--- src/rwt_pkg.sv ---
// constants and types for the runaway watchdog and trap vector block
package rwt_pkg;
   // bus register byte offsets
   localparam logic [3:0] ADR_WDT_START = 4'h0;
   localparam logic [3:0] ADR_PROC_MODE0 = 4'h4;
   localparam logic [3:0] ADR_WDT_STATUS = 4'h8;
   localparam logic [3:0] ADR_PRIO_LEVEL = 4'hc;
   // field positions
   localparam int unsigned SOFT_RESET_BIT = 3;
   localparam int unsigned STAT_RUN_BIT = 0;
   localparam int unsigned STAT_PEND_BIT = 1;
   // watchdog counter
   localparam int unsigned WDT_W = 15;
   localparam logic [14:0] WDT_RELOAD = 15'h7fff;
   localparam int unsigned WDT_DIV_DEF = 16;
   // soft reset pulse length in clocks
   localparam int unsigned SRST_LEN_DEF = 4;
   // priority level
   localparam int unsigned IPL_W = 3;
   localparam logic [2:0] IPL_WDT = 3'h7;
   localparam logic [2:0] IPL_RESET = 3'h0;
   // fixed vector table
   localparam int unsigned VEC_W = 24;
   localparam logic [23:0] VEC_BASE = 24'hffffdc;
   localparam logic [3:0] VIDX_UND = 4'h0;
   localparam logic [3:0] VIDX_OVF = 4'h1;
   localparam logic [3:0] VIDX_BRK = 4'h2;
   localparam logic [3:0] VIDX_AMATCH = 4'h3;
   localparam logic [3:0] VIDX_WDT = 4'h5;
   localparam logic [3:0] VIDX_NMI = 4'h7;
   localparam logic [3:0] VIDX_RESET = 4'h8;

   typedef enum logic {
      WDT_IDLE,
      WDT_RUN
   } rwt_wdt_mode_type;

   // one-cycle trap events from the core, the watchdog and the nmi pin
   typedef struct packed {
      logic undefined_opcode_trap;
      logic ovf;
      logic break_trap_instruction;
      logic amatch;
      logic wdt;
      logic nmi;
   } rwt_trap_ev_type;

   // byte address of a fixed vector entry
   function automatic logic [23:0] vec_addr(input logic [3:0] idx);
      vec_addr = VEC_BASE + {18'h0, idx, 2'b00};
   endfunction
endpackage

--- src/rwt_trap_unit.sv ---
// fixed-vector trap arbiter for software traps, nmi and watchdog
`timescale 1ns/1ps
`default_nettype none
module rwt_trap_unit (
   input wire logic clk_i,
   input wire logic rst_i,
   input wire rwt_pkg::rwt_trap_ev_type ev_i,
   input wire logic overflow_flag_i,
   input wire logic ack_i,
   output logic req_o,
   output logic [23:0] vec_o,
   output logic [3:0] src_o
);
   typedef struct packed {
      rwt_pkg::rwt_trap_ev_type pend;
      logic req;
      logic [23:0] vec;
      logic [3:0] src;
   } rwt_trap_st_type;

   rwt_trap_st_type s_q, s_d;
   rwt_pkg::rwt_trap_ev_type clr;

   // pending capture, fixed priority pick, vector lookup
   always_comb begin
      s_d = s_q;
      clr = '0;
      if (ack_i && s_q.req) begin
         unique case (s_q.src)
            rwt_pkg::VIDX_UND: clr.undefined_opcode_trap = 1'b1;
            rwt_pkg::VIDX_OVF: clr.ovf = 1'b1;
            rwt_pkg::VIDX_BRK: clr.break_trap_instruction = 1'b1;
            rwt_pkg::VIDX_AMATCH: clr.amatch = 1'b1;
            rwt_pkg::VIDX_WDT: clr.wdt = 1'b1;
            rwt_pkg::VIDX_NMI: clr.nmi = 1'b1;
            default: clr = '0;
         endcase
      end
      // new events win over the clear
      s_d.pend = (s_q.pend & ~clr) | ev_i;
      s_d.pend.ovf = (s_q.pend.ovf & ~clr.ovf) | (ev_i.ovf & overflow_flag_i);
      // no mask or level input: watchdog and nmi always pass
      s_d.req = |s_d.pend;
      s_d.src = s_q.src;
      if (s_d.pend.undefined_opcode_trap) begin
         s_d.src = rwt_pkg::VIDX_UND;
      end else if (s_d.pend.ovf) begin
         s_d.src = rwt_pkg::VIDX_OVF;
      end else if (s_d.pend.break_trap_instruction) begin
         s_d.src = rwt_pkg::VIDX_BRK;
      end else if (s_d.pend.nmi) begin
         s_d.src = rwt_pkg::VIDX_NMI;
      end else if (s_d.pend.wdt) begin
         s_d.src = rwt_pkg::VIDX_WDT;
      end else if (s_d.pend.amatch) begin
         s_d.src = rwt_pkg::VIDX_AMATCH;
      end
      s_d.vec = rwt_pkg::vec_addr(s_d.src);
   end

   // state register
   always_ff @(posedge clk_i) begin
      if (rst_i) begin
         s_q <= '0;
         s_q.src <= rwt_pkg::VIDX_RESET;
         s_q.vec <= rwt_pkg::vec_addr(rwt_pkg::VIDX_RESET);
      end else begin
         s_q <= s_d;
      end
   end

   assign req_o = s_q.req;
   assign vec_o = s_q.vec;
   assign src_o = s_q.src;
endmodule
`default_nettype wire

--- src/rwt_watchdog.sv ---
// watchdog timer, software reset and priority level with wishbone slave
`timescale 1ns/1ps
`default_nettype none
module rwt_watchdog #(
   parameter int unsigned WDT_DIV = rwt_pkg::WDT_DIV_DEF,
   parameter int unsigned SRST_LEN = rwt_pkg::SRST_LEN_DEF
) (
   input wire logic clk_i,
   input wire logic rst_i,
   // wishbone classic slave
   input wire logic cyc_i,
   input wire logic stb_i,
   input wire logic we_i,
   input wire logic [3:0] adr_i,
   input wire logic [3:0] sel_i,
   input wire logic [31:0] dat_i,
   output logic [31:0] dat_o,
   output logic ack_o,
   // core trap events, same clock
   input wire logic break_trap_instruction_i,
   input wire logic undefined_opcode_trap_i,
   input wire logic overflow_trap_instruction_i,
   input wire logic flag_register_overflow_i,
   input wire logic addr_match_i,
   input wire logic int_ack_i,
   // asynchronous nmi pin
   input wire logic nmi_pin_i,
   // to the core
   output logic trap_req_o,
   output logic [23:0] trap_vec_o,
   output logic [3:0] trap_src_o,
   output logic wdt_irq_o,
   output logic soft_reset_o,
   output logic ram_clear_o,
   output logic [2:0] processor_priority_level_o
);
   localparam int unsigned DIV_W = (WDT_DIV > 1) ? $clog2(WDT_DIV) : 1;
   localparam int unsigned SR_W = (SRST_LEN > 1) ? $clog2(SRST_LEN) : 1;
   localparam logic [DIV_W-1:0] DIV_TOP = DIV_W'(WDT_DIV - 1);
   localparam logic [SR_W-1:0] SR_TOP = SR_W'(SRST_LEN - 1);

   typedef struct packed {
      rwt_pkg::rwt_wdt_mode_type mode;
      logic [14:0] cnt;
      logic [DIV_W-1:0] div;
      logic wdt_ev;
      logic wdt_pend;
      logic ack;
      logic [31:0] dat;
      logic srst_on;
      logic [SR_W-1:0] srst;
      logic [2:0] processor_priority_level;
      logic ram_clr;
      logic [1:0] nmi_sync;
      logic nmi_prev;
   } rwt_wd_st_type;

   rwt_wd_st_type s_q, s_d;
   rwt_pkg::rwt_trap_ev_type ev;
   logic acc;
   logic wr;
   logic wr_start;
   logic wr_mode;
   logic wr_ipl;
   logic wdt_taken;
   logic trap_req;
   logic [23:0] trap_vec;
   logic [3:0] trap_src;

   // trap events toward the arbiter
   always_comb begin
      ev = '0;
      ev.undefined_opcode_trap = undefined_opcode_trap_i;
      ev.break_trap_instruction = break_trap_instruction_i;
      ev.ovf = overflow_trap_instruction_i;
      ev.amatch = addr_match_i;
      ev.wdt = s_q.wdt_ev;
      ev.nmi = s_q.nmi_sync[1] & ~s_q.nmi_prev;
   end

   rwt_trap_unit u_trap (
      .clk_i(clk_i),
      .rst_i(rst_i),
      .ev_i(ev),
      .overflow_flag_i(flag_register_overflow_i),
      .ack_i(int_ack_i),
      .req_o(trap_req),
      .vec_o(trap_vec),
      .src_o(trap_src)
   );

   // bus decode
   assign acc = cyc_i & stb_i & ~s_q.ack;
   assign wr = acc & we_i;
   assign wr_start = wr & (adr_i == rwt_pkg::ADR_WDT_START);
   assign wr_mode = wr & (adr_i == rwt_pkg::ADR_PROC_MODE0) & sel_i[0];
   assign wr_ipl = wr & (adr_i == rwt_pkg::ADR_PRIO_LEVEL) & sel_i[0];
   assign wdt_taken = int_ack_i & trap_req & (trap_src == rwt_pkg::VIDX_WDT);

   // next state
   always_comb begin
      s_d = s_q;
      s_d.ack = acc;
      s_d.wdt_ev = 1'b0;
      s_d.ram_clr = 1'b0;
      s_d.nmi_sync = {s_q.nmi_sync[0], nmi_pin_i};
      s_d.nmi_prev = s_q.nmi_sync[1];

      // read data, unmapped reads as zero
      if (acc) begin
         unique case (adr_i)
            rwt_pkg::ADR_WDT_START: s_d.dat = {17'h0, s_q.cnt};
            rwt_pkg::ADR_WDT_STATUS: begin
               s_d.dat = 32'h0;
               s_d.dat[rwt_pkg::STAT_RUN_BIT] = (s_q.mode == rwt_pkg::WDT_RUN);
               s_d.dat[rwt_pkg::STAT_PEND_BIT] = s_q.wdt_pend;
            end
            rwt_pkg::ADR_PRIO_LEVEL: s_d.dat = {29'h0, s_q.processor_priority_level};
            default: s_d.dat = 32'h0;
         endcase
      end

      // prescaled down count with underflow request
      if (s_q.mode == rwt_pkg::WDT_RUN) begin
         if (s_q.div == '0) begin
            s_d.div = DIV_TOP;
            if (s_q.cnt == '0) begin
               s_d.wdt_ev = 1'b1;
               s_d.cnt = rwt_pkg::WDT_RELOAD;
            end else begin
               s_d.cnt = s_q.cnt - 15'h1;
            end
         end else begin
            s_d.div = s_q.div - DIV_W'(1);
         end
      end

      // any start write outside a soft reset pulse reloads and runs, data ignored
      if (wr_start) begin
         s_d.mode = rwt_pkg::WDT_RUN;
         s_d.cnt = rwt_pkg::WDT_RELOAD;
         s_d.div = DIV_TOP;
      end

      // sticky watchdog request, set wins over acceptance
      if (wdt_taken) begin
         s_d.wdt_pend = 1'b0;
      end
      if (s_q.wdt_ev) begin
         s_d.wdt_pend = 1'b1;
      end

      // soft reset starts on the edge after the write
      if (wr_mode && dat_i[rwt_pkg::SOFT_RESET_BIT]) begin
         s_d.srst_on = 1'b1;
         s_d.srst = SR_TOP;
      end else if (s_q.srst_on) begin
         if (s_q.srst == '0) begin
            s_d.srst_on = 1'b0;
         end else begin
            s_d.srst = s_q.srst - SR_W'(1);
         end
      end

      // core reset puts the watchdog back to idle
      if (s_q.srst_on) begin
         s_d.mode = rwt_pkg::WDT_IDLE;
         s_d.cnt = rwt_pkg::WDT_RELOAD;
         s_d.div = DIV_TOP;
         s_d.wdt_pend = 1'b0;
         s_d.wdt_ev = 1'b0;
      end

      // priority level: software write, forced by watchdog acceptance
      if (wr_ipl) begin
         s_d.processor_priority_level = dat_i[2:0];
      end
      if (wdt_taken) begin
         s_d.processor_priority_level = rwt_pkg::IPL_WDT;
      end
   end

   // state register; soft reset never clears ipl or ram
   always_ff @(posedge clk_i) begin
      if (rst_i) begin
         s_q <= '0;
         s_q.mode <= rwt_pkg::WDT_IDLE;
         s_q.cnt <= rwt_pkg::WDT_RELOAD;
         s_q.div <= DIV_TOP;
         s_q.processor_priority_level <= rwt_pkg::IPL_RESET;
         s_q.ram_clr <= 1'b1;
      end else begin
         s_q <= s_d;
      end
   end

   // outputs, all from flops
   assign dat_o = s_q.dat;
   assign ack_o = s_q.ack;
   assign wdt_irq_o = s_q.wdt_pend;
   assign soft_reset_o = s_q.srst_on;
   assign ram_clear_o = s_q.ram_clr;
   assign processor_priority_level_o = s_q.processor_priority_level;
   assign trap_req_o = trap_req;
   assign trap_vec_o = trap_vec;
   assign trap_src_o = trap_src;
endmodule
`default_nettype wire

--- config.mk ---
export PLATFORM = sky130hd
export DESIGN_NAME = rwt_watchdog
export DESIGN_NICKNAME = d
export VERILOG_FILES = /design/src/rwt_pkg.sv /design/src/rwt_trap_unit.sv /design/src/rwt_watchdog.sv
export SDC_FILE = /design/constraint.sdc
export NUM_CORES = 1
export LEC_CHECK = 0
export BUFFER_PORTS_ARGS = -buffer_cell sky130_fd_sc_hd__buf_2
export CAP_MARGIN = 40
export CORE_MARGIN = 2
export CORE_UTILIZATION = 54
export CTS_BUF_LIST = sky130_fd_sc_hd__clkbuf_8
export CTS_CLUSTER_DIAMETER = 50
export DETAILED_ROUTE_END_ITERATION = 16
export PLACE_DENSITY = 0.86
export SLEW_MARGIN = 25
export SYNTH_ARGS = -nofsm -noshare
export SYNTH_HDL_FRONTEND = slang
export SYNTH_SLANG_ARGS = --single-unit
--- constraint.sdc ---
create_clock -name clk_i -period 3.3 [get_ports clk_i]
set_clock_uncertainty 0.1 [all_clocks]
set_input_delay 0.165 -clock clk_i [delete_from_list [all_inputs] [get_ports clk_i]]
set_output_delay 0.165 -clock clk_i [all_outputs]
set_load 0.005 [all_outputs]
Word-level counts from Yosys, hierarchy flattened
Cells that the tools add are included.

storage, ports and cells
  output and inout port bits = 68
  input port bits = 52
  logic and storage cells = 99
  bits in registers = 83

operators by class
  add/sub/neg operators = 4
  reduce and logical (&&, ||, !) cells = 16
  eq/ne operators = 9
  multiplexer cells = 26
  bitwise gates (word level) = 22

operators with widths
  kind                                                                   count
  15-bit case mux with 3 select lines                                    1
  4-bit 2-to-1 mux                                                       8
  15-bit logical NOT                                                     1
  15-bit 2-to-1 mux                                                      1
  15-bit by 1-bit subtractor with 15-bit output (second input constant)  1
  1-bit bitwise AND                                                      13
  4-bit by 3-bit == test with 1-bit output (second input constant)       3
  4-bit logical NOT                                                      3
  3-bit 2-to-1 mux                                                       4
  1-bit 2-to-1 mux                                                       10
  7-bit by 7-bit adder with 8-bit output (first input constant)          1
  4-bit by 2-bit == test with 1-bit output (second input constant)       2
  4-bit == test (second input constant)                                  2
  6-bit bitwise AND                                                      1
  6-bit 2-to-1 mux                                                       1
  6-bit NOT                                                              1
  6-bit bitwise OR                                                       1
  2-bit nonzero test                                                     3
  6-bit OR reduction                                                     1
  1-bit NOT                                                              5
  4-bit by 1-bit == test with 1-bit output (second input constant)       1
  2-bit AND reduction                                                    2
  4-bit OR reduction                                                     1
  4-bit by 1-bit subtractor with 4-bit output (second input constant)    1
  other kinds (8)                                                        9

Logic depth before layout (Yosys ltp)
Gate-level depths: netlist (run 1).

  depth after elaboration = 13
  mapped depth = 8
  depth with buffers taken out = 8

By module
From an unflattened synthesis (run 1), not the netlist that was laid out.

unflattened totals
  cell total of the unflattened synthesis = 364
  area total of the unflattened synthesis = 3,328.2 um^2

modules (own cells, without submodules)
  module         cells an instance  area an instance (um^2)  seq. area each (um^2)  times used
  rwt_watchdog   266                2,379.8                  960.9                  1
  rwt_trap_unit  98                 948.4                    340.3                  1

Worst setup path before layout (run 1)
OpenSTA, ideal clock, no wires.

  path kind = reg2reg
  from = register u_trap.s_q, in the netlist u_trap.src_o[2]
  to = register u_trap.s_q, in the netlist u_trap.vec_o[5]
  arrival time = 1.766 ns
  buffers on the path = 0
  period minus slack after synthesis = 1.987 ns
  data required time = 3.079 ns
  setup slack = 1.313 ns
  library setup time = 0.121 ns
  cell stages (with the launch flop) = 6
  path through = dfxtp_1 > nand4bb_4 > nor4_1 > o211ai_2 > or4_1 > mux2_4

between the ends
  cells in the longest elaborated chain, start to end = 13
  elaborated cells between the ends (all ways) = 26
  classes of those cells = add/sub (1); eq/ne (5); mux (13); bitwise (6); reduce/logical (1)

ends and longest elaborated chain
  item                                      line                 text
  from (decl)                               rwt_trap_unit.sv:21  rwt_trap_st_type s_q, s_d;
  4-bit by 2-bit == test with 1-bit output  rwt_trap_unit.sv:29  unique case (s_q.src)
  1-bit 2-to-1 mux                          rwt_trap_unit.sv:29
  6-bit 2-to-1 mux                          rwt_trap_unit.sv:28  if (ack_i && s_q.req) begin
  6-bit NOT                                 rwt_trap_unit.sv:40  s_d.pend = (s_q.pend & ~clr) | ev_i;
  6-bit bitwise AND                         rwt_trap_unit.sv:40
  6-bit bitwise OR                          rwt_trap_unit.sv:40
  4-bit 2-to-1 mux                          rwt_trap_unit.sv:55  end else if (s_d.pend.amatch) begin
  4-bit 2-to-1 mux                          rwt_trap_unit.sv:53  end else if (s_d.pend.wdt) begin
  4-bit 2-to-1 mux                          rwt_trap_unit.sv:51  end else if (s_d.pend.nmi) begin
  4-bit 2-to-1 mux                          rwt_trap_unit.sv:49  end else if (s_d.pend.break_trap_instruction) begin
  4-bit 2-to-1 mux                          rwt_trap_unit.sv:47  end else if (s_d.pend.ovf) begin
  4-bit 2-to-1 mux *                        rwt_trap_unit.sv:45  if (s_d.pend.undefined_opcode_trap) begin
  7-bit by 7-bit adder with 8-bit output *  rwt_pkg.sv:50        vec_addr = VEC_BASE + {18'h0, idx, 2'b00};

Mark *: on every way between the ends. The rest lies on a longest branch, timed or not.
A chain may end at the register's enable or synchronous reset.

Worst setup path in the final report (run 1)
  from = register s_q, in the netlist ack_o
  to = register s_q[49] in the netlist's numbering

between the ends
  cells in the longest elaborated chain, start to end = 5

ends and longest elaborated chain
  item                          line                text
  from (decl)                   rwt_watchdog.sv:58  rwt_wd_st_type s_q, s_d;
  1-bit NOT                     rwt_watchdog.sv:93  assign acc = cyc_i & stb_i & ~s_q.ack;
  1-bit bitwise AND             rwt_watchdog.sv:93
  1-bit bitwise AND             rwt_watchdog.sv:94  assign wr = acc & we_i;
  1-bit bitwise AND             rwt_watchdog.sv:95  assign wr_start = wr & (adr_i == rwt_pkg::ADR_WDT_START);
  3-bit OR reduction (no line)  --

No other way between the ends.

==> metrics.md, run 1 <==
| Metric | Value |
|---|---|
| Status | `completed` |
| Area share of fa/ha/maj cells after synthesis | `1.610%` |
| Final Routed Wirelength | `5.717 mm` |
| VDD IR-drop max | `0.0002799 V` |
| Metal2 WL | `2.794 mm` |
| Post-synthesis simple-gate area fraction | `19.48%` |
| Final setup fails | `0` |
| Async SR Flop Fraction | `0%` |
| Post-DP HPWL | `4.017 mm` |
| Least-Margin Pin Slew | `754.1 ps` |
| Max-slew headroom | `49.72%` |
| Clock Power Share | `42.0%` |
| Placement Cell Area | `3110 um2` |
| Seq pwr share | `50.6%` |
| F_max | `428.6 MHz` |
| Via count | `2341` |
| Gr usage total | `18.81%` |
| Hold Path Class | `primary input to flop` |
| Met3 routed WL | `407 um` |
| Sw power | `0.3731 mW` |
| Htree depth | `3` |
| Routed WL per cell | `12.76 um` |
| Post-Synth XOR/XNOR Area | `4.507%` |
| Synthesized flop and latch total | `65` |
| Min cycle time layout | `2333 ps` |
| Post-synth EDFFs | `0` |
| PortBufs | `69` |
| Post-route ant nets | `0` |
| Nets | `427` |
| Clock latency on the worst-skew pair | `340 ps` |
| Cell area after synthesis | `3109 um2` |
| Cell Int Power | `1.240 mW` |
| CTS sink cnt | `65` |
| Sw frac | `23.12%` |
| Gate power share | `7.4%` |
| Placer Congestion | `0.8318` |
| Final count of hold timing violations | `0` |
| Main combinational cell family by area after synthesis | `simple AND/OR/NAND/NOR gates` |
| Cts repair resizes | `0` |
| Row count | `27` |
| Final worst setup slack | `966.9 ps` |
| Yosys top cell by area | `dfxtp_1` |
| Uppermost layer routed | `met4` |
| Layout cells sized above 1 | `28.46%` |
| Die X-Extent | `79.88 um` |
| Area delta synth->final | `6.962%` |
| CORE AREA | `5540 um2` |
| Pwr dens | `485.2 nW/um2` |
| Layout Cells excl Fill | `448` |
| Most common cell in the synthesized netlist | `dfxtp_1` |
| Vias in the first global route | `2072` |
| CP endpoint kind | `flop` |
| Mean Syn Cell Area | `9.065 um2` |
| Final Util | `60.03%` |
| Pre-antenna DRT Iters | `5` |
| Post-synthesis sequential area ratio | `41.85%` |
| Root buf cell | `clkbuf_8` |
| Compound-Gate Fraction of Synth Area | `12.43%` |
| Global-route wire length before repair | `9.204 mm` |
| Mapped Cells | `343` |
| Final Instance Area | `3326 um2` |
| Max Root-Sink Buffers | `2` |
| Worst Path Max Fanout | `17` |
| Placed instance count | `431` |
| 1st-iter DRT viols | `80` |
| Final Hold Slack | `22.17 ps` |
| Critical setup path kind | `flop to flop` |
| CP required | `3470 ps` |
| Main synth FF type | `dfxtp_1` |
| Initial Util | `56.12%` |
| DIE AREA | `6381 um2` |
| Share of the synthesized area in the top cell type | `41.85%` |
| Commonest cells in the netlist | `65 x dfxtp_1, 64 x buf_4, 35 x nand2_1, 32 x nor2_1` |
| IO Pins | `120` |
| Max cap viols | `0` |
| RSZ-0062 raised after global routing | `false` |
| CTS tree | `done` |
| Setup TNS | `0 ps` |
| Startpoint class of the critical path | `flop` |
| Fin crit share | `70.70%` |
| Mux cell area share after synthesis | `1.811%` |
| Dpl ws | `1001 ps` |
| Largest net degree at the start of global routing | `43` |
| Vias per inst | `5.225` |
| Synth top area cells | `dfxtp_1 42%, buf_4 15%, nand2_1 4.2%` |
| TritonCTS Buffers | `9` |
| Ant diodes | `0` |
| Met1 wire length | `2.406 mm` |
| Clock Pin Slew Worst Setup and Hold Paths | `70 ps` |
| Slew Viols, Final | `0` |
| Yosys cell types | `52` |
| Antenna violations before repair | `0` |
| Total power | `1.613 mW` |
| Synth warn | `0` |
| Die height | `79.88 um` |
| Setup bufs post-CTS | `0` |
| Total grt overflow | `0` |
| CP arrival | `2510 ps` |
| Leakage power | `1.397 nW` |
| Remaining DRCs | `0` |
-- final timing paths --
check,cells past startpoint,to,from,slack (ps)
setup / recovery,8,s_q[49],ack_o,970
hold / removal,3,u_trap.s_q[34],undefined_opcode_trap_i,20
setup reg to reg,8,s_q[49],ack_o,970
hold reg to reg,1,s_d[0],s_d[2],350
-- logic make-up after synthesis --
logic type,Yosys count
AND/OR/NAND/NOR,113
buffers and inverters,86
flip-flops,65
AO/OA/AOI/OAI,53
XOR/XNOR,16
multiplexers,5
adder cells (fa/ha/maj),4
other,1
-- area by class of cell --
class	count	area [um2]
clock buffer	11	151.4
timing repair buffer	72	370.4
inverter	13	48.80
clock inverter	5	53.80
tap	72	90.09
sequential	65	1301
fill	485	2215
multi-input combinational	210	1310
-- power by group through the flow --
stage | sequential [mW] | combinational (mW) | clock (mW)
5_1_grt | 0.817 | 0.133 | 0.739
3_3_place_gp | 0.832 | 0.113 | 0
2_1_floorplan | 0.831 | 0.106 | 0
3_5_place_dp | 0.834 | 0.117 | 0
6_report | 0.816 | 0.119 | 0.678
4_1_cts | 0.816 | 0.120 | 0.697
-- state kept, by name, summed over array words and instances, names as in the netlist --
name and count:
ack_o 1, dat_o 15, ev 1, processor_priority_level_o 3, ram_clear_o 1, s_d 2
s_q 23, soft_reset_o 1, u_trap.req_o 1, u_trap.s_q 6, u_trap.src_o 4, u_trap.vec_o 6
wdt_irq_o 1
-- per-layer routing --
metal  track usage, %  vias to the layer above
li1                 -                     1148
met5                0                        -
met2            32.33                       99
met1            20.78                     1080
met3            7.127                       14
met4            7.627                        0
-- placed cells by master (no fill, tap or decap), types with 2 or more instances in the layout --
cell type  instances
clkbuf_8          11
buf_2             69
a31o_2             2
or2_2              2
or3_1              2
nor2b_1            4
nand4_1            2
nor3_2             2
ha_1               4
nand3_1            8
clkinv_2           3
o21ai_0            6
a21oi_1           14
xor2_1             6
nand4b_1           2
a22oi_1           14
dfxtp_1           65
conb_1            19
mux2i_1            3
nor2_1            32
nand2_1           35
or4_1              3
nor4_1             6
o31ai_1            3
nor3_1             7
xnor2_1           10
inv_1             12
buf_4              2
-- critical path: stages, from the launching register on --
cell	delay [ps]
dfxtp_1	310
nand3b_4	270
or3_1	500
nor3_2	170
buf_4	250
a211oi_2	90
buf_4	210
o21a_1	250
nand3_1	120
-- timing repair --
item,4_1_cts,5_1_grt
setup endpoints to repair,0,0
hold endpoints to repair,1,0
hold buffers,1,0
Power figures use the tool's default switching activity.
==> run 2, diff against run 1 <==
--- a/config.mk
+++ b/config.mk
@@ -5,14 +5,15 @@
 export SDC_FILE = /design/constraint.sdc
 export NUM_CORES = 1
 export LEC_CHECK = 0
+export ABC_AREA = 1
 export BUFFER_PORTS_ARGS = -buffer_cell sky130_fd_sc_hd__buf_2
 export CAP_MARGIN = 40
 export CORE_MARGIN = 2
-export CORE_UTILIZATION = 54
+export CORE_UTILIZATION = 46
 export CTS_BUF_LIST = sky130_fd_sc_hd__clkbuf_8
 export CTS_CLUSTER_DIAMETER = 50
 export DETAILED_ROUTE_END_ITERATION = 16
-export PLACE_DENSITY = 0.86
+export PLACE_DENSITY = 0.77
 export SLEW_MARGIN = 25
 export SYNTH_ARGS = -nofsm -noshare
 export SYNTH_HDL_FRONTEND = slang
==> constraint.sdc (replaced) <==
create_clock -name clk_i -period 1.95 [get_ports clk_i]
set_clock_uncertainty 0.1 [all_clocks]
set_input_delay 0.0975 -clock clk_i [delete_from_list [all_inputs] [get_ports clk_i]]
set_output_delay 0.0975 -clock clk_i [all_outputs]
set_load 0.005 [all_outputs]
==> metrics.md, run 2 <==
| Metric | Value |
|---|---|
| Placement Cell Area | `3352 um2 (+7.8%)` |
| M1 GR Usage | `18.77% (-2.0 points)` |
| Global-route wire length before repair | `9.970 mm (+8.3%)` |
| Met2 Use GR | `29.39% (-2.9 points)` |
| Final Util | `53.96% (-6.1 points)` |
| CP endpoint kind | `flop` |
| Slew Viols, Final | `0 (unchanged)` |
| Max cap viols | `0 (unchanged)` |
| Final worst setup slack | `136.2 ps (-830.7 ps)` |
| Final count of hold timing violations | `0 (unchanged)` |
| Nets | `520 (+22%)` |
| Yosys top cell by area | `dfxtp_1` |
| Largest net degree at the start of global routing | `29 (-33%)` |
| Share of the synthesized area in the top cell type | `39.76% (-2.1 points)` |
| Final setup fails | `0 (unchanged)` |
| Final Instance Area | `3686 um2 (+11%)` |
| Met3 Usage GRT | `3.731% (-3.4 points)` |
| Final Hold Slack | `25.35 ps (+3.173 ps)` |
| Clock Pin Slew Worst Setup and Hold Paths | `70 ps (about the same)` |
| Routed WL per cell | `11.20 um (-12%)` |
| Pwr dens | `808.7 nW/um2 (+67%)` |
| Commonest cells in the netlist | `83 x nand2_1, 65 x dfxtp_1, 63 x buf_4, 44 x inv_1, 41 x nor2_1` |
| Most frequent cells in the layout | `83 x nand2_1, 69 x buf_2, 62 x dfxtp_1, 45 x inv_1, 39 x nor2_1` |
| Post-DP HPWL | `4.562 mm (+14%)` |
| Yosys cell types | `39 (-25%)` |
| Vias per inst | `4.547 (-13%)` |
| Async SR Flop Fraction | `0% (unchanged)` |
| Area delta synth->final | `12.61%` |
| Pre-antenna DRT Iters | `4 (-1)` |
| CTS sink cnt | `65 (unchanged)` |
| Commonest non-fill, non-tap cell in the layout | `nand2_1` |
| Main synth FF type | `dfxtp_1` |
| Hold Path Class | `primary input to flop` |
| Gr usage total | `16.42% (-2.4 points)` |
| Via count | `2569 (+9.7%)` |
| Row count | `30 (+11%)` |
| VDD IR-drop max | `0.0004321 V (+54%)` |
| CP required | `2050 ps (-1420 ps)` |
| Synthesized flop and latch total | `65 (unchanged)` |
| 1st-iter DRT viols | `175 (+120%)` |
| Worst Path Max Fanout | `4 (-13)` |
| Ant diodes | `0 (unchanged)` |
| Root buf cell | `clkbuf_8` |
| Min cycle time layout | `1814 ps (-519.3 ps)` |
| Placer Congestion | `0.8119 (-2.4%)` |
| Critical setup path kind | `flop to flop` |
| Filler cells | `636 (+31%)` |
| Total power | `2.981 mW (+85%)` |
| Synth top area cells | `dfxtp_1 40%, buf_4 14%, nand2_1 9.5%` |
| Antenna violations before repair | `0 (unchanged)` |
| Clock latency on the worst-skew pair | `330 ps (about the same)` |
| Vias in the first global route | `2302 (+11%)` |
| Status | `completed` |
| Most common cell in the synthesized netlist | `nand2_1` |
| Post-synthesis sequential area ratio | `39.76% (-2.1 points)` |
| Flip-flop count of the largest register after layout | `23 (unchanged)` |
| PortBufs | `69 (unchanged)` |
| IO Pins | `120 (unchanged)` |
| Fin crit share | `93.02% (+22 points)` |
| Die height | `88.36 um (+11%)` |
| Dpl ws | `105.0 ps (-896.3 ps)` |
| F_max | `551.3 MHz (+29%)` |
| Final Routed Wirelength | `6.326 mm (+11%)` |
| TritonCTS Buffers | `9 (unchanged)` |
| Layout cells sized above 1 | `29.00% (+0.54 points)` |
| CORE AREA | `6832 um2 (+23%)` |
| Leakage power | `1.878 nW (+34%)` |
| Startpoint class of the critical path | `flop` |
| Total grt overflow | `0 (unchanged)` |
| Post-route ant nets | `0 (unchanged)` |
| Mean Syn Cell Area | `7.702 um2 (-15%)` |
| Cell area after synthesis | `3273 um2 (+5.3%)` |
| CTS tree | `done` |
| Gr busiest metal | `met2` |
| Max Root-Sink Buffers | `2 (unchanged)` |
| Synth warn | `0 (unchanged)` |
| Htree depth | `3 (unchanged)` |
| Remaining DRCs | `0 (unchanged)` |
| Initial Util | `47.91% (-8.2 points)` |
| Post-synth EDFFs | `0 (unchanged)` |
| Mapped Cells | `425 (+24%)` |
| Top reg by flops | `s_q` |
| CP arrival | `1920 ps (-590 ps)` |
| DIE AREA | `7807 um2 (+22%)` |
| Die X-Extent | `88.36 um (+11%)` |
-- run 2: cell types whose count changed in the layout (fill, tap and decap cells not counted), moves of 9 or more --
cell / delta
a21oi_1: +11
a22oi_1: -14
inv_1: +33
nand2_1: +48
nand2_2: +9
o21ai_0: +12
-- run 2: metrics by stage --
stage | cells | setup TNS (ps)
finish | 565 | 0
global placement | 543 | 0
global route | 565 | -6.362
floorplan | 443 | 0
detailed placement | 543 | 0
CTS | 563 | 0
-- run 2: cell type report --
| class | instances | area [um2] | area share, % |
|---|---|---|---|
| flip-flops and latches | 65 | 1305 | 35.40 |
| multi-input cells | 255 | 1370 | 37.17 |
| clock inverters | 6 | 106.4 | 2.885 |
| well taps | 96 | 120.1 | 3.259 |
| repair buffers | 82 | 452.9 | 12.29 |
| inverters | 51 | 193.9 | 5.261 |
| clock buffers | 10 | 137.6 | 3.734 |
-- run 2: power by group --
| group | switching (mW) | internal, mW | total, mW |
|---|---|---|---|
| Combinational | 0.136 | 0.0889 | 0.224 |
| Clock | 0.491 | 0.878 | 1.37 |
| Sequential | 0.0193 | 1.37 | 1.39 |
| Total | 0.646 | 2.33 | 2.98 |
-- run 2: worst paths after layout --
| path | slack, ps | to | from | cells after the start |
|---|---|---|---|---|
| max | 140 | u_trap.vec_o[4] | u_trap.src_o[3] | 11 |
| max reg2reg | 140 | u_trap.vec_o[4] | u_trap.src_o[3] | 11 |
| min reg2reg | 310 | s_d[0] | s_d[2] | 2 |
| min | 30 | s_q[8] | sel_i[0] | 3 |
-- run 2: what timing repair did --
item | 4_1_cts | 5_1_grt
resized for setup | 0 | 10
hold buffers | 4 | 0
hold endpoints to repair | 4 | 0
buffers inserted | 0 | 2
setup endpoints to repair | 0 | 13
-- run 2: metal layers --
| metal | vias to the layer above | routed length [um] |
|---|---|---|
| met5 | - | 0 |
| met4 | 0 | 25 |
| met3 | 2 | 425 |
| met2 | 93 | 3214 |
| met1 | 1148 | 2661 |
| li1 | 1326 | - |
-- run 2: worst max-delay path, stage by stage (launching register included) --
cell and delay [ps]:
dfxtp_1 370, nor2_4 150, nand3_1 90, nand2_1 60, nand2_1 110, inv_1 100, nand2_1 70, nand2_1 70
nand2_2 80, ha_1 230, a21oi_2 160, o21ai_0 110
-- run 2: cell families (layout without fill, tap and decap cells) --
logic type      after synthesis  after routing  share of synthesized area [%]
buf+inv                     123            149                          21.41
other cells                   1             19                         0.1146
fa+ha+maj                     4              4                          1.529
compound gates               52             52                          8.677
flops                        65             65                          39.76
xor+xnor                      7              7                          1.873
simple gates                173            173                          26.64
==> run 3, diff against run 2 <==
--- a/config.mk
+++ b/config.mk
@@ -5,7 +5,6 @@
 export SDC_FILE = /design/constraint.sdc
 export NUM_CORES = 1
 export LEC_CHECK = 0
-export ABC_AREA = 1
 export BUFFER_PORTS_ARGS = -buffer_cell sky130_fd_sc_hd__buf_2
 export CAP_MARGIN = 40
 export CORE_MARGIN = 2
@@ -13,7 +12,7 @@
 export CTS_BUF_LIST = sky130_fd_sc_hd__clkbuf_8
 export CTS_CLUSTER_DIAMETER = 50
 export DETAILED_ROUTE_END_ITERATION = 16
-export PLACE_DENSITY = 0.77
+export PLACE_DENSITY = 0.78
 export SLEW_MARGIN = 25
 export SYNTH_ARGS = -nofsm -noshare
 export SYNTH_HDL_FRONTEND = slang
==> metrics.md, run 3 (synthesis gave the netlist of run 1 again) <==
| Metric | Value |
|---|---|
| Filler cells | `551 (-13%)` |
| Placer Congestion | `0.8228 (+1.3%)` |
| Worst Path Max Fanout | `4 (unchanged)` |
| Post-DP HPWL | `4.804 mm (+5.3%)` |
| Status | `finished with violations` |
| M1 GR Usage | `21.23% (+2.5 points)` |
| Hold Startpoint | `flag_register_overflow_i` |
| Most frequent cells in the layout | `69 x buf_2, 58 x dfxtp_1, 35 x nand2_1, 34 x buf_4, 31 x nor2_1` |
| Fin crit share | `106.3% (+13 points)` |
| CORE AREA | `6459 um2 (-5.5%)` |
| Root buf cell | `clkbuf_8` |
| Layout Cells excl Fill | `490 (-13%)` |
| Final Routed Wirelength | `6.874 mm (+8.7%)` |
| Met3 Usage GRT | `5.143% (+1.4 points)` |
| Critical setup path kind | `flop to flop` |
| Commonest non-fill, non-tap cell in the layout | `buf_2` |
| VDD IR-drop max | `0.0003679 V (-15%)` |
| Setup TNS | `-239.0 ps (-239.0 ps)` |
| Final Instance Area | `3786 um2 (+2.7%)` |
| TritonCTS Buffers | `9 (unchanged)` |
| CP endpoint kind | `flop` |
| Failing checks | `negative setup slack` |
| Clock Pin Slew Worst Setup and Hold Paths | `70 ps (about the same)` |
| Clock latency on the worst-skew pair | `340 ps (about the same)` |
| Crit path launch | `u_trap.src_o[3]` |
| Remaining DRCs | `0 (unchanged)` |
| Final setup fails | `3 (+3)` |
| Ant diodes | `0 (unchanged)` |
| Final count of hold timing violations | `0 (unchanged)` |
| Pre-antenna DRT Iters | `4 (unchanged)` |
| 1st-iter DRT viols | `81 (-54%)` |
| Met2 Use GR | `34.25% (+4.9 points)` |
| Antenna violations before repair | `0 (unchanged)` |
| IO Pins | `120 (unchanged)` |
| Worst r2r src | `u_trap.src_o[3]` |
| Min cycle time layout | `2074 ps (+259.9 ps)` |
| Final Hold Slack | `24.96 ps (-0.3838 ps)` |
| Vias per inst | `5.114 (+12%)` |
| Placed instance count | `466 (-14%)` |
| Max Root-Sink Buffers | `2 (unchanged)` |
| Total grt overflow | `0 (unchanged)` |
| CTS tree | `done` |
| Layout cells sized above 1 | `38.50% (+9.5 points)` |
| PortBufs | `69 (unchanged)` |
| Largest net degree at the start of global routing | `36 (+24%)` |
| Placement Cell Area | `3352 um2 (unchanged)` |
| Gr busiest metal | `met2` |
| Flip-flop count of the largest register after layout | `23 (unchanged)` |
| Startpoint class of the critical path | `flop` |
| Vias in the first global route | `2491 (+8.2%)` |
| Max cap viols | `0 (unchanged)` |
| DIE AREA | `7433 um2 (-4.8%)` |
| Routed WL per cell | `14.03 um (+25%)` |
| Global-route wire length before repair | `11.02 mm (+11%)` |
| RSZ-0062 raised after global routing | `true` |
| Slew Viols, Final | `0 (unchanged)` |
| Die X-Extent | `86.22 um (-2.4%)` |
| Hold Path Class | `primary input to flop` |
| CP arrival | `2200 ps (+280 ps)` |
| Final worst setup slack | `-123.8 ps (-259.9 ps)` |
| CTS sink cnt | `65 (unchanged)` |
| Dpl ws | `-177.5 ps (-282.5 ps)` |
| Nets | `467 (-10%)` |
| Top reg by flops | `s_q` |
| Post-route ant nets | `0 (unchanged)` |
| CP required | `2080 ps (+30 ps)` |
| Via count | `2506 (-2.5%)` |
| Leakage power | `1.582 nW (-16%)` |
| F_max | `482.2 MHz (-13%)` |
| Die height | `86.22 um (-2.4%)` |
| Htree depth | `3 (unchanged)` |
| Row count | `29 (-3.3%)` |
| Initial Util | `48.14% (+0.23 points)` |
| Gr usage total | `19.05% (+2.6 points)` |
| Area delta synth->final | `21.77%` |
| Pwr dens | `767.9 nW/um2 (-5.0%)` |
## run 3: final cells by class
type	instances	area, um2	share of cell area [%]
clock inverters	3	67.56	1.785
repair buffers	112	693.2	18.31
clock buffers	10	137.6	3.635
well taps	77	96.34	2.545
inverters	13	48.80	1.289
multi-input cells	210	1433	37.84
flip-flops and latches	65	1310	34.60
## run 3: power breakdown
| part | internal, mW | total (mW) | switching [mW] |
|---|---|---|---|
| clock network | 0.733 | 1.23 | 0.496 |
| logic | 0.143 | 0.297 | 0.154 |
| registers | 1.36 | 1.38 | 0.0207 |
| total | 2.24 | 2.91 | 0.670 |
## run 3: final timing paths
kind | to | slack [ps] | cells after the start
setup reg to reg | u_trap.vec_o[5] | -120 | 5
hold / removal | u_trap.s_q[33] | 20 | 3
setup / recovery | u_trap.vec_o[5] | -120 | 5
hold reg to reg | s_d[0] | 350 | 1
## run 3: per-layer routing
layer / share of wire [%] / routed length, um
met5: 0 / 0
met2: 52 / 3575
met3: 4.7 / 322
met4: 2.2 / 148
met1: 41 / 2828
## run 3: worst max-delay path, cell delays in order, from the launching register on
cell and delay, ps:
dfxtp_2 330, nand4b_1 290, a221oi_4 400, nand4_4 150, or4_1 430, mux2_4 270
## run 3: stage by stage
stage / power [mW] / util, %
2_1_floorplan: 1.587 / -
3_3_place_gp: 1.642 / 51.90
6_report: 2.908 / 58.62
3_5_place_dp: 1.651 / 51.90
4_1_cts: 2.921 / 57.79
5_1_grt: 3.025 / 58.62
## run 3: repair_timing
| action | in CTS | in global routing |
|---|---|---|
| gates resized for setup | 14 | 14 |
| buffers inserted | 4 | 1 |
| hold endpoints to repair | 10 | 0 |
| hold buffers | 7 | 0 |
| pin swaps | 7 | 7 |
| endpoints found under the setup margin | 18 | 14 |
